<file path="src/include/pll_pkg.sv">
`default_nettype none
package pll_pkg;

  // register indices on the local register port
  localparam logic [1:0] CTRL_IDX = 2'h0;
  localparam logic [1:0] BW_IDX = 2'h1;
  localparam logic [1:0] PROG_IDX = 2'h2;

  // field positions in the control register
  localparam int CTRL_IRQ_EN_BIT = 7;
  localparam int CTRL_FLAG_BIT = 6;
  localparam int CTRL_PWR_BIT = 5;
  localparam int CTRL_BCS_BIT = 4;
  // unused low nibble of the control register reads as ones
  localparam logic [3:0] CTRL_LOW_ONES = 4'hf;

  // field positions in the bandwidth register
  localparam int BW_AUTO_BIT = 7;
  localparam int BW_LOCK_BIT = 6;
  localparam int BW_TRACK_BIT = 5;

  // values after reset
  localparam logic PWR_RST = 1'b1;
  localparam logic [7:0] PROG_RST = 8'h00;

  // source edges to wait on each clock during a base clock switch
  localparam logic [1:0] SW_EDGES = 2'h3;

  // nominal range step of the vco, in hertz
  localparam logic [26:0] F_NOM_HZ = 27'd4915200;

  // lock detector comparator outputs
  typedef struct packed {
    logic track_in;
    logic untrack_out;
    logic lock_in;
    logic unlock_out;
  } lock_det_s;

  // programming register layout
  typedef struct packed {
    logic [3:0] mul;
    logic [3:0] range;
  } prog_s;

  // base clock selector states
  typedef enum logic {SEL_RUN, SEL_SWITCH} sel_state_e;

  // multiplier with zero taken as one
  function automatic logic [3:0] eff_mul(input logic [3:0] n);
    eff_mul = (n == 4'h0) ? 4'h1 : n;
  endfunction

endpackage
`default_nettype wire

</file>
<file path="src/logic/pll_clock_ctrl.sv">
// The placing of the registers and the strobed register port were chosen for this implementation.
`timescale 1ns/1ps
`default_nettype none
module pll_clock_ctrl
  import pll_pkg::*;
(
  input wire logic clock,
  input wire logic rstn,
  input wire logic [1:0] addr,
  input wire logic [7:0] wdata,
  input wire logic wr_en,
  input wire logic rd_en,
  input wire lock_det_s det_in,
  input wire logic xtal_clk,
  input wire logic vco_clk,
  output logic [7:0] rd_data,
  output logic lock_irq,
  output logic filter_track,
  output logic pll_enable,
  output logic fb_div_out,
  output logic [3:0] vco_range,
  output logic [26:0] vco_center_hz,
  output logic base_clk_out
);

  ////////////////////////////////////////////////////////////////////
  // state
  ////////////////////////////////////////////////////////////////////

  // detector synchroniser stages
  lock_det_s det_s1_r;
  lock_det_s det_s2_r;
  // control register bits
  logic irq_en_r;
  logic flag_r;
  logic pwr_r;
  logic bcs_r;
  // bandwidth register bits
  logic auto_r;
  logic track_r;
  logic lock_r;
  // programming register
  prog_s prog_r;
  // sampled source clocks
  logic xtal_d_r;
  logic vco_d_r;
  // feedback divider count
  logic [3:0] fb_cnt_r;
  // selector state
  sel_state_e sel_state_r;
  logic sel_cur_r;
  logic [1:0] x_cnt_r;
  logic [1:0] v_cnt_r;

  ////////////////////////////////////////////////////////////////////
  // register port decode
  ////////////////////////////////////////////////////////////////////

  // write strobes per register, read strobe for the control register only
  wire logic wr_ctrl = wr_en && (addr == CTRL_IDX);
  wire logic wr_bw = wr_en && (addr == BW_IDX);
  wire logic wr_prog = wr_en && (addr == PROG_IDX);
  wire logic rd_ctrl = rd_en && (addr == CTRL_IDX);

  // written control fields
  wire logic pwr_w = wdata[CTRL_PWR_BIT];
  wire logic bcs_w = wdata[CTRL_BCS_BIT];
  // a write that flips power may not move the select too
  wire logic pwr_change = pwr_w != pwr_r;

  // range zero blocks the loop
  wire logic range_zero = (prog_r.range == 4'h0);

  ////////////////////////////////////////////////////////////////////
  // control register next values
  ////////////////////////////////////////////////////////////////////

  // power may not drop while the select bit requests the vco
  wire logic pwr_nxt = (wr_ctrl && !bcs_r) ? pwr_w : pwr_r;

  // select write taken only when power is unchanged
  wire logic bcs_cand = (wr_ctrl && !pwr_change) ? bcs_w : bcs_r;

  // select forced clear while power off or range zero
  wire logic bcs_nxt = bcs_cand && pwr_r && !range_zero;

  // interrupt enable exists only in automatic mode
  wire logic irq_en_nxt = auto_r && (wr_ctrl ? wdata[CTRL_IRQ_EN_BIT] : irq_en_r);

  ////////////////////////////////////////////////////////////////////
  // bandwidth and lock next values
  ////////////////////////////////////////////////////////////////////

  // automatic / manual mode bit
  wire logic auto_nxt = wr_bw ? wdata[BW_AUTO_BIT] : auto_r;

  // hysteresis on the synchronised track comparators
  wire logic track_auto = det_s2_r.track_in ? 1'b1 :
                          (det_s2_r.untrack_out ? 1'b0 : track_r);

  // manual writes land only when not automatic
  wire logic track_man = wr_bw ? wdata[BW_TRACK_BIT] : track_r;

  // detector owns the bit in automatic mode
  wire logic track_nxt = auto_r ? track_auto : track_man;

  // lock hysteresis, held clear in manual mode
  wire logic lock_hyst = det_s2_r.lock_in ? 1'b1 :
                         (det_s2_r.unlock_out ? 1'b0 : lock_r);
  wire logic lock_nxt = auto_r && lock_hyst;

  // any change of lock state in automatic mode
  wire logic lock_toggle = auto_r && (lock_nxt != lock_r);

  // flag: set wins over the read clear
  wire logic flag_nxt = auto_r && (lock_toggle || (flag_r && !rd_ctrl));

  // programming register frozen while the power bit is set
  wire logic [7:0] prog_nxt = (wr_prog && !pwr_r) ? wdata : prog_r;

  ////////////////////////////////////////////////////////////////////
  // read data
  ////////////////////////////////////////////////////////////////////

  // assembled register images
  wire logic [7:0] ctrl_img = {irq_en_r, flag_r, pwr_r, bcs_r, CTRL_LOW_ONES};
  // low bits of the bandwidth image read zero
  wire logic [7:0] bw_img = {auto_r, lock_r, track_r, 5'h00};

  // unmapped index reads zero; idle cycles read zero
  wire logic [7:0] rd_nxt = !rd_en ? 8'h00 :
                            (addr == CTRL_IDX) ? ctrl_img :
                            (addr == BW_IDX) ? bw_img :
                            (addr == PROG_IDX) ? prog_r : 8'h00;

  ////////////////////////////////////////////////////////////////////
  // vco feedback divider
  ////////////////////////////////////////////////////////////////////

  // rising edges of the sampled clocks
  wire logic x_edge = xtal_clk && !xtal_d_r;
  wire logic v_edge = vco_clk && !vco_d_r && pll_enable;

  // effective multiplier
  wire logic [3:0] mul_eff = eff_mul(prog_r.mul);

  // divide by n: wrap after n vco edges
  wire logic fb_wrap = (fb_cnt_r >= mul_eff - 4'h1);
  wire logic [3:0] fb_cnt_nxt = !v_edge ? fb_cnt_r :
                                (fb_wrap ? 4'h0 : fb_cnt_r + 4'h1);

  // centre of range as l times the nominal step
  wire logic [26:0] center_nxt = 27'(prog_r.range) * F_NOM_HZ;

  ////////////////////////////////////////////////////////////////////
  // base clock selector
  ////////////////////////////////////////////////////////////////////

  // requested source: vco when select set
  wire logic sel_req = bcs_r;

  // edge counts saturate at the switch length
  wire logic x_done = (x_cnt_r == SW_EDGES);
  wire logic v_done = (v_cnt_r == SW_EDGES) || !pll_enable;
  wire logic [1:0] x_cnt_nxt = (x_edge && !x_done) ? x_cnt_r + 2'h1 : x_cnt_r;
  // vco count saturates on its own bound, not on the loop-off override
  wire logic [1:0] v_cnt_nxt = (v_edge && !(v_cnt_r == SW_EDGES)) ?
                               v_cnt_r + 2'h1 : v_cnt_r;

  // edge of the source now in use
  wire logic src_edge = sel_cur_r ? v_edge : x_edge;

  // switch ends when the crystal has given its edges and the vco its edges or the loop is off
  wire logic sw_end = (sel_state_r == SEL_SWITCH) && x_done && v_done;

  // next selector state
  sel_state_e sel_state_nxt;
  always_comb
  begin
    // hold the state unless a branch moves it
    sel_state_nxt = sel_state_r;
    case (sel_state_r)
      // running: a new request starts a switch
      SEL_RUN:
      begin
        if (sel_req != sel_cur_r)
        begin
          sel_state_nxt = SEL_SWITCH;
        end
      end
      // switching: output held until both counts done
      SEL_SWITCH:
      begin
        if (x_done && v_done)
        begin
          sel_state_nxt = SEL_RUN;
        end
      end
      default:
      begin
        sel_state_nxt = SEL_RUN;
      end
    endcase
  end

  // toggle only while running, so output is static in a switch
  wire logic base_nxt = (sel_state_r == SEL_RUN && sel_req == sel_cur_r && src_edge) ?
                        !base_clk_out : base_clk_out;

  ////////////////////////////////////////////////////////////////////
  // detector synchroniser
  ////////////////////////////////////////////////////////////////////

  // two flops before any use of the comparators
  always_ff @(posedge clock or negedge rstn)
  begin
    // both stages cleared on reset
    if (!rstn)
    begin
      det_s1_r <= '0;
      det_s2_r <= '0;
    end
    // comparator levels shift one stage per edge
    else
    begin
      det_s1_r <= det_in;
      // the first stage feeds only the second
      det_s2_r <= det_s1_r;
    end
  end

  ////////////////////////////////////////////////////////////////////
  // software registers
  ////////////////////////////////////////////////////////////////////

  // control, bandwidth and programming bits
  always_ff @(posedge clock or negedge rstn)
  begin
    // reset values, power on by default
    if (!rstn)
    begin
      irq_en_r <= 1'b0;
      flag_r <= 1'b0;
      pwr_r <= PWR_RST;
      bcs_r <= 1'b0;
      auto_r <= 1'b0;
      track_r <= 1'b0;
      lock_r <= 1'b0;
      prog_r <= PROG_RST;
    end
    // every bit takes its next value each edge
    else
    begin
      irq_en_r <= irq_en_nxt;
      flag_r <= flag_nxt;
      pwr_r <= pwr_nxt;
      bcs_r <= bcs_nxt;
      auto_r <= auto_nxt;
      // indications follow the synchronised detector in automatic mode only
      track_r <= track_nxt;
      lock_r <= lock_nxt;
      prog_r <= prog_nxt;
    end
  end

  ////////////////////////////////////////////////////////////////////
  // outputs to the loop and the bus
  ////////////////////////////////////////////////////////////////////

  // registered outputs
  always_ff @(posedge clock or negedge rstn)
  begin
    // all outputs low in reset
    if (!rstn)
    begin
      rd_data <= 8'h00;
      lock_irq <= 1'b0;
      filter_track <= 1'b0;
      pll_enable <= 1'b0;
      vco_range <= 4'h0;
      vco_center_hz <= 27'h0;
    end
    // outputs copy settled state one edge later
    else
    begin
      rd_data <= rd_nxt;
      // interrupt only from an enabled flag in automatic mode
      lock_irq <= flag_r && irq_en_r && auto_r;
      filter_track <= track_r;
      pll_enable <= pwr_r && !range_zero;
      vco_range <= prog_r.range;
      vco_center_hz <= center_nxt;
    end
  end

  ////////////////////////////////////////////////////////////////////
  // divider and selector flops
  ////////////////////////////////////////////////////////////////////

  // source sampling and feedback divider
  always_ff @(posedge clock or negedge rstn)
  begin
    // samples and count start from zero
    if (!rstn)
    begin
      xtal_d_r <= 1'b0;
      vco_d_r <= 1'b0;
      fb_cnt_r <= 4'h0;
      fb_div_out <= 1'b0;
    end
    // one sample of each source per edge
    else
    begin
      xtal_d_r <= xtal_clk;
      vco_d_r <= vco_clk;
      fb_cnt_r <= fb_cnt_nxt;
      // pulse marks the first vco edge of each divide cycle
      fb_div_out <= v_edge ? (fb_cnt_r == 4'h0) : fb_div_out;
    end
  end

  // transition control and divide by two
  always_ff @(posedge clock or negedge rstn)
  begin
    // crystal is the source out of reset
    if (!rstn)
    begin
      sel_state_r <= SEL_RUN;
      sel_cur_r <= 1'b0;
      x_cnt_r <= 2'h0;
      v_cnt_r <= 2'h0;
      base_clk_out <= 1'b0;
    end
    // selector advances every edge
    else
    begin
      sel_state_r <= sel_state_nxt;
      // new source adopted at the end of a switch
      sel_cur_r <= sw_end ? sel_req : sel_cur_r;
      // counts cleared while running
      x_cnt_r <= (sel_state_r == SEL_SWITCH) ? x_cnt_nxt : 2'h0;
      v_cnt_r <= (sel_state_r == SEL_SWITCH) ? v_cnt_nxt : 2'h0;
      // divide by two of the selected source
      base_clk_out <= base_nxt;
    end
  end

endmodule
`default_nettype wire

</file>
<file path="config.mk">
export PLATFORM = sky130hd
export DESIGN_NAME = pll_clock_ctrl
export DESIGN_NICKNAME = d
export VERILOG_FILES = /design/src/include/pll_pkg.sv /design/src/logic/pll_clock_ctrl.sv
export SDC_FILE = /design/constraint.sdc
export NUM_CORES = 1
export LEC_CHECK = 0
export ABC_CLOCK_PERIOD_IN_PS = 3900
export BUFFER_PORTS_ARGS = -buffer_cell sky130_fd_sc_hd__buf_2
export CORE_MARGIN = 2
export CORE_UTILIZATION = 45
export DETAILED_ROUTE_END_ITERATION = 7
export PLACE_DENSITY = 0.76
export SETUP_SLACK_MARGIN = 0.05
export SLEW_MARGIN = 40
export SYNTH_ARGS = -nofsm -noshare
export SYNTH_HDL_FRONTEND = slang
export SYNTH_SLANG_ARGS = --single-unit
</file>
<file path="constraint.sdc">
create_clock -name clock -period 3.9 [get_ports clock]
set_clock_uncertainty 0.1 [all_clocks]
set_input_delay 0.195 -clock clock [delete_from_list [all_inputs] [get_ports clock]]
set_output_delay 0.195 -clock clock [all_outputs]
set_load 0.005 [all_outputs]
</file>
==> qor.csv, run 1 <==
metric,value,unit
drt_iter0_markers,112,
grt_pass1_wl,9000,um
layout.nets,350,
postRouteAntennaNets,0,
drc_errors,0,
syn_area,0.00289,mm2
cts_tree,done,
cts_setup_buffers,0,
vias,1909,
dp_hpwl,3550,um
preCtsSetupSlack,1260,ps
required,4020,ps
async_reset_ff_share,100,%
worst_pin_slew,563,ps
max_freq,0.375,GHz
synth.area.top_cells,"dfrtp_1, ha_1, buf_4",
slew_headroom,62.5,%
syn-instance-count,240,
synth.most_common_cell,dfrtp_1,
initial_utilization,46.0,%
overflow,0,
yosysTopAreaCellShare,52.9,%
grt_max_degree,63,
holdWs,27.2,ps
rrSetupSlack,1240,ps
io-pin-count,64,
synth-edff-count,0,
cellLeakagePower,1.75,nW
place_congestion,0.856,
clock_sinks,62,
setup_viol,0,
max-cap-violations,0,
cts.path.max_buffers,2,
worstSetupStartpointType,flop,
antenna_cells,0,
grtUsageTotal,16.4,%
rsz0062_at_grt,false,
wl,5230,um
path_clk_slew,70,ps
critPathKind,reg2reg,
drive_above_1_share,23.7,%
row_count,29,
cts_resized,0,
cp_max_fo,7,
setup_tns,0,ps
slowest_delay,490,ps
hold_violations,0,
clk_latency,330,ps
grt_pass1_vias,1926,
ys.warnings.count,0,
endpoint_kind,flop,
synth_top_area_cell,dfrtp_1,
status,finished clean,
antenna_found_initial,0,
holdCritPathClass,in2reg,
dr.pass1.iters,4,
die_x,84.1,um
hold_buffers,14,
die_y,84.1,um
synth_commonest_cells,"dfrtp_1, ha_1, buf_4",
fin_crit,2660,ps
wl_per_cell,13.4,um
synth_seq_cells,62,
core_area,0.00628,mm2
synthToLayoutAreaGrowth,21.4,%
drv_slew,0,
arrival,2780,ps
crit_chain,inv_1 > ha_1 > fa_1 > ha_1 > a31oi_1 > o21bai_1 > a41o_1 > xnor2_1,
critPathSlowestCell,dfrtp_1,
htreeDepth,3,
synth.distinct_cells,44,
critPathMostFrequentCell,ha_1,
peakVddDrop,0.000347,V
syn_avg_cell_area,12.0,um2
period_share,68.3,%
dieArea,0.00707,mm2
yosysSeqAreaShare,53.8,%
cts_root_buf,clkbuf_8,
vias_per_cell,4.91,
power_density,642,mW/mm2
cts_inserted_buffers,9,
port_buffers,47,
worst_slack,1240,ps
synthFlopType,dfrtp_1,
[layer usage]
metal / up-vias / wire, um / global-route usage (%)
met3: 10 / 256 / 6.03
met2: 50 / 2460 / 25.6
li1: 928 / - / -
met4: 0 / 99 / 6.16
met1: 921 / 2420 / 21.1
met5: - / 0 / 0
[stage by stage]
step                utilization (%)  power (W)  instance area (um2)  cells
global route                   55.8    0.00242                 3500    389
detailed placement             50.0    0.00163                 3140    359
CTS                            55.8    0.00227                 3500    389
finish                         55.8    0.00225                 3500    389
floorplan                         -    0.00141                 2940    255
global placement               50.0    0.00160                 3140    359
[worst paths after layout]
path | from | endpoint | depth (start not counted)
max in group asynchronous | rstn | fb_div_out | 3
hold reg to reg | det_s1_r[1] | det_s2_r[1] | 0
min in group asynchronous | rstn | rd_data[3] | 3
hold / removal | wdata[7] | prog_r[7] | 2
setup / recovery | prog_r[2] | vco_center_hz[25] | 8
setup reg to reg | prog_r[2] | vco_center_hz[25] | 8
[layout by cell type, fill, tap and decap left out, types with 2 or more instances in the layout]
master / count
and2_1: 5
nand2b_1: 2
buf_2: 47
a22o_1: 3
inv_1: 8
a21oi_1: 11
nor3b_1: 4
a21boi_0: 2
nor2b_1: 9
clkinvlp_4: 2
o31ai_1: 2
o21ai_1: 5
clkbuf_8: 10
nor2_1: 7
mux2i_1: 7
bufinv_16: 2
clkinv_2: 2
nand3_1: 2
and3b_1: 2
o21ai_0: 9
nand2_1: 15
nand3b_1: 2
dlygate4sd3_1: 14
xor2_1: 5
xnor2_1: 6
and3_1: 2
mux2_2: 4
ha_1: 22
o21bai_1: 2
o21a_1: 2
mux2_1: 4
a31oi_1: 2
conb_1: 16
dfrtp_1: 61
[logic make-up after synthesis]
| kind of cell | count (synthesis) | synth area share (%) |
|---|---|---|
| flops | 62 | 53.8 |
| simple gates | 55 | 10.8 |
| compound gates | 43 | 9.62 |
| buf+inv | 29 | 6.07 |
| fa+ha+maj | 23 | 10.2 |
| mux | 16 | 6.07 |
| xor+xnor | 11 | 3.34 |
| other cells | 1 | 0.130 |
[layout make-up]
cell class                 instances  area, um2
inverter                           8       30.0
sequential                        62       1550
multi-input combinational        164       1220
tap                               77       96.3
timing repair buffer              62        387
clock inverter                     6       85.1
fill                             546       2770
clock buffer                      10        138
[state kept, by name (all words and copies together) (netlist names), 2 cells and up]
| signal | count |
|---|---|
| det_s1_r | 4 |
| det_s2_r | 4 |
| fb_cnt_r | 4 |
| prog_r | 8 |
| rd_data | 8 |
| v_cnt_r | 2 |
| vco_center_hz | 10 |
| vco_range | 4 |
| x_cnt_r | 2 |
[worst max-delay path: cells and delay by family, from the launching register on]
| kind | cells | cell delay (ps) |
|---|---|---|
| fa+ha+maj | 3 | 1060 |
| compound gates | 3 | 650 |
| xor+xnor | 1 | 120 |
| buf+inv | 1 | 130 |
| flops | 1 | 490 |
[where the power goes]
group	total [W]	leakage, nW	internal [W]	switching (W)
clock	0.000625	0.108	0.000375	0.000250
sequential	0.000931	0.762	0.000808	0.000122
combinational	0.000693	0.875	0.000351	0.000342
Power figures use the tool's default switching activity.
==> inputs of run 2 (changes only) <==
- ABC_CLOCK_PERIOD_IN_PS: 3900 -> 2200
- PLACE_DENSITY: 0.76 -> 0.79
- clock period: 3.9 -> 2.2 ns (I/O delays scaled with it)
==> qor.csv, run 2 (synthesized netlist as in run 1, its figures left out) <==
metric,value,unit,change
status,finished with violations,,
violations,negative setup slack,,
worst_pin_slew,583,ps,+20.1 ps
critPathKind,reg2reg,,
slowest_delay,470,ps,-20 ps
dr.pass1.iters,4,,unchanged
place_congestion,0.827,,-3.3%
worst_slack,-102,ps,-1340 ps
clock_sinks,62,,unchanged
largest_registers,"vco_center_hz: 10 flops, prog_r: 8 flops, rd_data: 8 flops",,
die_x,84.1,um,unchanged
htreeDepth,3,,unchanged
slew_headroom,61.1,%,-1.3 points
vias_per_cell,4.83,,-1.6%
cts_root_buf,clkbuf_8,,
wl_per_cell,14.2,um,+5.6%
power_density,1200,mW/mm2,+86%
cts.path.max_buffers,2,,unchanged
rsz0062_at_grt,true,,
fin_crit,2300,ps,-362 ps
row_count,29,,unchanged
die_y,84.1,um,unchanged
grt_pass1_wl,9440,um,+4.9%
fill_cells,482,,-12%
grtUsageTotal,17.4,%,+1.0 points
port_buffers,47,,unchanged
dp_hpwl,3790,um,+6.9%
path_clk_slew,70,ps,about the same
endpoint_kind,flop,,
drc_errors,0,,unchanged
startpoint,prog_r[5],,
grt_max_degree,28,,-56%
required,2330,ps,-1690 ps
layout_commonest_cell,dfrtp_1,,
setup_viol,7,,+7
core_area,0.00628,mm2,unchanged
r2r_start,prog_r[5],,
dieArea,0.00707,mm2,unchanged
largest_reg_flops,10,,unchanged
holdCritPathClass,in2reg,,
crit_chain,or2_4 > nor2_4 > a21oi_2 > ha_1 > or4b_4 > a31oi_4 > nor3_4 > mux2_4,,
cp_max_fo,4,,-3
cts_inserted_buffers,9,,unchanged
drv_slew,0,,unchanged
hold_violations,0,,unchanged
max_freq,0.434,GHz,+16%
cellLeakagePower,1.90,nW,+8.6%
overflow,0,,unchanged
regMostFlops,vco_center_hz,,
drive_above_1_share,35.8,%,+12 points
antenna_cells,0,,unchanged
antenna_found_initial,0,,unchanged
cts_tree,done,,
max-cap-violations,0,,unchanged
holdWs,114,ps,+87.1 ps
critPathSlowestCell,or4b_4,,
period_share,105,%,+36 points
wl,5980,um,+14%
io-pin-count,64,,unchanged
vias,2033,,+6.5%
fin_util,62.4,%,+6.6 points
drt_iter0_markers,108,,-3.6%
worstSetupStartpointType,flop,,
final_cell_mix,"dfrtp_1, buf_2, buf_4, dlygate4sd3_1, conb_1",,
peakVddDrop,0.000736,V,+110%
initial_utilization,46.0,%,unchanged
synthToLayoutAreaGrowth,35.7,%,
layout.nets,382,,+9.1%
grt_pass1_vias,2012,,+4.5%
postRouteAntennaNets,0,,unchanged
clk_latency,350,ps,+20 ps
min_from,wr_en,,
arrival,2440,ps,-340 ps
run 2: routing by layer:
metal	global-route usage (%)	wire length, um	vias to the layer above
li1	-	-	994
met1	22.0	2630	973
met2	28.0	2970	53
met3	3.66	247	13
met4	9.68	127	0
met5	0	0	-
run 2: per-stage QoR:
step           total power [W]  setup slack (ps)  cells  cell area, um2  TNS (ps)
6_report               0.00469              -102    421            3920      -366
3_3_place_gp           0.00308             -43.9    375            3310      -109
2_1_floorplan          0.00261             -72.5    255            2990      -195
5_1_grt                0.00501              -181    421            3920      -997
4_1_cts                0.00453             -94.7    417            3830      -269
3_5_place_dp           0.00314              -105    375            3310      -482
run 2: layout make-up:
| class | instances | area [um2] | area share, % |
|---|---|---|---|
| inverter | 8 | 30.0 | 0.766 |
| clock inverter | 7 | 98.8 | 2.52 |
| sequential | 62 | 1550 | 39.7 |
| clock buffer | 9 | 124 | 3.16 |
| timing repair buffer | 94 | 642 | 16.4 |
| tap | 77 | 96.3 | 2.46 |
| multi-input combinational | 164 | 1370 | 35.1 |
run 2: final timing paths:
kind | endpoint | slack (ps) | cells past startpoint
max | fb_cnt_r[0] | -100 | 8
max in group asynchronous | prog_r[7] | 1110 | 3
max reg2reg | fb_cnt_r[0] | -100 | 8
min | auto_r | 110 | 3
min in group asynchronous | base_clk_out | 190 | 2
min reg2reg | det_s2_r[0] | 250 | 0
run 2: critical path: cells and delay by family, from the launching register on:
family / cells / cell delay (ps)
and+or+nand+nor: 4 / 880
DFF: 1 / 380
adders and majority gates: 1 / 290
AOI/OAI and AO/OA: 2 / 280
muxes: 1 / 260
run 2: timing repair:
| item | in CTS | in global routing |
|---|---|---|
| pin swaps | 16 | 15 |
| endpoints found under the hold margin | 47 | 0 |
| hold buffers | 17 | 0 |
| buffers inserted | 9 | 4 |
| gates resized for setup | 8 | 11 |
| setup endpoints to repair | 9 | 9 |
run 2: where the power goes:
group / switching [W] / leakage [nW] / internal (W)
sequential: 0.000188 / 0.761 / 0.00143
combinational: 0.000877 / 1.03 / 0.00107
clock: 0.000482 / 0.109 / 0.000641
total: 0.00155 / 1.90 / 0.00314
==> inputs of run 3 (changes only) <==
- ABC_AREA: unset -> 1
- CORE_UTILIZATION: 45 -> 49
- PLACE_DENSITY: 0.79 -> 0.84
- REMOVE_ABC_BUFFERS: unset -> 1
==> qor.csv, run 3 <==
metric,value,unit,change
wl_per_cell,13.9,um,-2.2%
internal-power,0.00276,W,-12%
cts_inserted_buffers,9,,unchanged
clkPwrFrac,25.0,%,+1.1 points
dr.pass1.iters,4,,unchanged
dieArea,0.00659,mm2,-6.8%
synth_top_family_by_area,simple AND/OR/NAND/NOR gates,,
overflow,0,,unchanged
fin_cells,456,,+8.3%
synth_commonest_cells,"dfrtp_1, nand2_1, inv_1",,
grt_pass1_wl,9630,um,+2.0%
swShare,33.9,%,+0.92 points
row_count,28,,-3.4%
p_switching,0.00141,W,-8.5%
cts_root_buf,clkbuf_8,,
htreeDepth,3,,unchanged
grt_max_degree,23,,-18%
wl_met2,3390,um,+14%
fin_crit,2140,ps,-164 ps
synth_compound_area_share,10.3,%,+0.71 points
clk_latency,340,ps,about the same
grt_pass1_vias,2228,,+11%
synth-xor-area-share,3.00,%,-0.34 points
cts.path.max_buffers,2,,unchanged
core_area,0.00585,mm2,-6.8%
drc_errors,0,,unchanged
postRouteAntennaNets,0,,unchanged
clock_sinks,62,,unchanged
io-pin-count,64,,unchanged
muxShareOfSynthArea,0,%,-6.1 points
layout_commonest_cell,dfrtp_1,,
yosysTopAreaCellShare,52.3,%,-0.59 points
drv_slew,0,,unchanged
dp_cells,418,,+11%
syn-instance-count,293,,+22%
synth.distinct_cells,28,,-36%
cts_tree,done,,
synthToLayoutAreaGrowth,27.3,%,
async_reset_ff_share,100,%,unchanged
holdCritPathClass,in2reg,,
regMostFlops,vco_center_hz,,
top_layer_used,met4,,
synth_top_area_cell,dfrtp_1,,
syn_avg_cell_area,9.97,um2,-17%
die_y,81.2,um,-3.5%
min_from,wr_en,,
wl_met1,2510,um,-4.8%
port_buffers,47,,unchanged
rrSetupSlack,60,ps,+160 ps
largest_registers,"vco_center_hz: 10 flops, prog_r: 8 flops, rd_data: 8 flops",,
syn_area,0.00292,mm2,+1.1%
synth_seq_cells,62,,unchanged
worstSetupStartpointType,flop,,
critPathKind,reg2reg,,
drive_above_1_share,26.2,%,-9.5 points
largest_reg_flops,10,,unchanged
synthFlopType,dfrtp_1,,
path_delay_family,adder cells,,
antenna_cells,0,,unchanged
synth.area.top_cells,"dfrtp_1, ha_1, nand2_1",,
vias_per_cell,5.01,,+3.8%
power_density,1120,mW/mm2,-6.2%
critPathSlowestCell,dfrtp_1,,
slowest_delay,430,ps,-40 ps
worst-path-buf-inv,1,,+1
grtUsageTotal,19.8,%,+2.4 points
status,finished clean,,
r2r_start,prog_r[2],,
peakVddDrop,0.000683,V,-7.3%
synth_simple_gate_area_share,13.2,%,+2.5 points
ys.warnings.count,0,,unchanged
synth.most_common_cell,dfrtp_1,,
postLayoutCellArea,0.00372,mm2,-5.1%
post_synth_fa_ha_maj_area_fraction,10.1,%,-0.11 points
p_total,0.00417,W,-11%
period_share,97.2,%,-7.5 points
wl,6340,um,+6.0%
p_seq_share,38.0,%,+3.4 points
combPwrFrac,37.0,%,-4.5 points
rsz0062_at_grt,true,,
path_clk_slew,70,ps,about the same
startpoint,prog_r[2],,
required,2360,ps,+30 ps
place_congestion,0.841,,+1.6%
crit_chain,buf_6 > ha_2 > fa_2 > ha_4 > nand3_2 > nand2_2 > nand4_1 > nand2_1 > xor2_1,,
placed_area,0.00321,mm2,-2.8%
layout.nets,419,,+9.7%
initial_utilization,49.9,%,+3.9 points
arrival,2300,ps,-140 ps
drt_iter0_markers,99,,-8.3%
endpoint_kind,flop,,
setup_viol,0,,-7
fill_cells,453,,-6.0%
vias,2285,,+12%
wl_met3,261,um,+5.7%
yosysSeqAreaShare,53.2,%,-0.60 points
antenna_found_initial,0,,unchanged
max-cap-violations,0,,unchanged
die_x,81.2,um,-3.5%
final_cell_mix,"dfrtp_1, nand2_1, buf_2, inv_1, a21oi_1",,
cp_max_fo,6,,+2
dp_hpwl,4210,um,+11%
hold_violations,0,,unchanged
max_freq,0.468,GHz,+7.7%
synth-edff-count,0,,unchanged
cellLeakagePower,1.91,nW,+0.74%
run 3: per-layer routing:
layer / global-route usage (%) / vias to the layer above
met2: 35.0 / 67
li1: - / 1082
met3: 6.89 / 15
met1: 21.7 / 1121
met4: 8.31 / 0
met5: 0 / -
run 3: logic make-up after synthesis:
| logic type | after synthesis |
|---|---|
| simple gates | 86 |
| flops | 62 |
| buf+inv | 59 |
| compound gates | 52 |
| fa+ha+maj | 23 |
| xor+xnor | 10 |
| other cells | 1 |
run 3: path summary, 6_finish.rpt:
path / to / cells past startpoint
setup / recovery: vco_center_hz[25] / 9
hold / removal: auto_r / 3
setup reg to reg: vco_center_hz[25] / 9
hold reg to reg: det_s2_r[2] / 0
max in group asynchronous: vco_center_hz[25] / 3
min in group asynchronous: vco_center_hz[18] / 2
run 3: through the flow:
| stage | setup TNS [ps] | hold slack, ps | worst slack (ps) | util, % |
|---|---|---|---|---|
| after floorplan | -92.6 | -286 | -48.0 | - |
| after global placement | 0 | -25.8 | 90.0 | 54.9 |
| after detailed placement | -28.3 | -18.4 | -21.1 | 54.9 |
| after CTS | 0 | 60.9 | 56.7 | 61.7 |
| after global routing | 0 | 105 | 5.06 | 63.6 |
| final | 0 | 85.3 | 62.1 | 63.6 |
run 3: final cells by class:
cell class              instances  area (um2)  share of cell area (%)
clock inverters                 3        42.5                    1.14
clock buffers                  13         169                    4.54
repair buffers                 75         492                    13.2
flip-flops and latches         62        1550                    41.8
multi-input cells             187        1210                    32.7
well taps                      75        93.8                    2.52
inverters                      41         154                    4.14
run 3: power groups by stage:
stage | sequential (W) | combinational (W) | clock (W)
after global placement | 0.00159 | 0.00114 | 0
after detailed placement | 0.00160 | 0.00122 | 0
after CTS | 0.00158 | 0.00131 | 0.00105
after floorplan | 0.00160 | 0.000770 | 0
final | 0.00159 | 0.00154 | 0.00104
after global routing | 0.00162 | 0.00173 | 0.00110
run 3: timing repair:
| action | in CTS | in global routing |
|---|---|---|
| hold endpoints to repair | 41 | 0 |
| hold buffers | 17 | 0 |
| resized for setup | 3 | 12 |
| gates cloned | 0 | 0 |
| endpoints found under the setup margin | 2 | 5 |
| buffers inserted | 0 | 5 |
| pin swaps | 0 | 6 |
run 3: worst reg2reg max path: cells and delay by family (launching register included):
family,cells,cell delay [ps]
buffers and inverters,1,160
DFF,1,430
and+or+nand+nor,4,400
xor gates and xnor gates,1,130
adders and majority gates,3,850
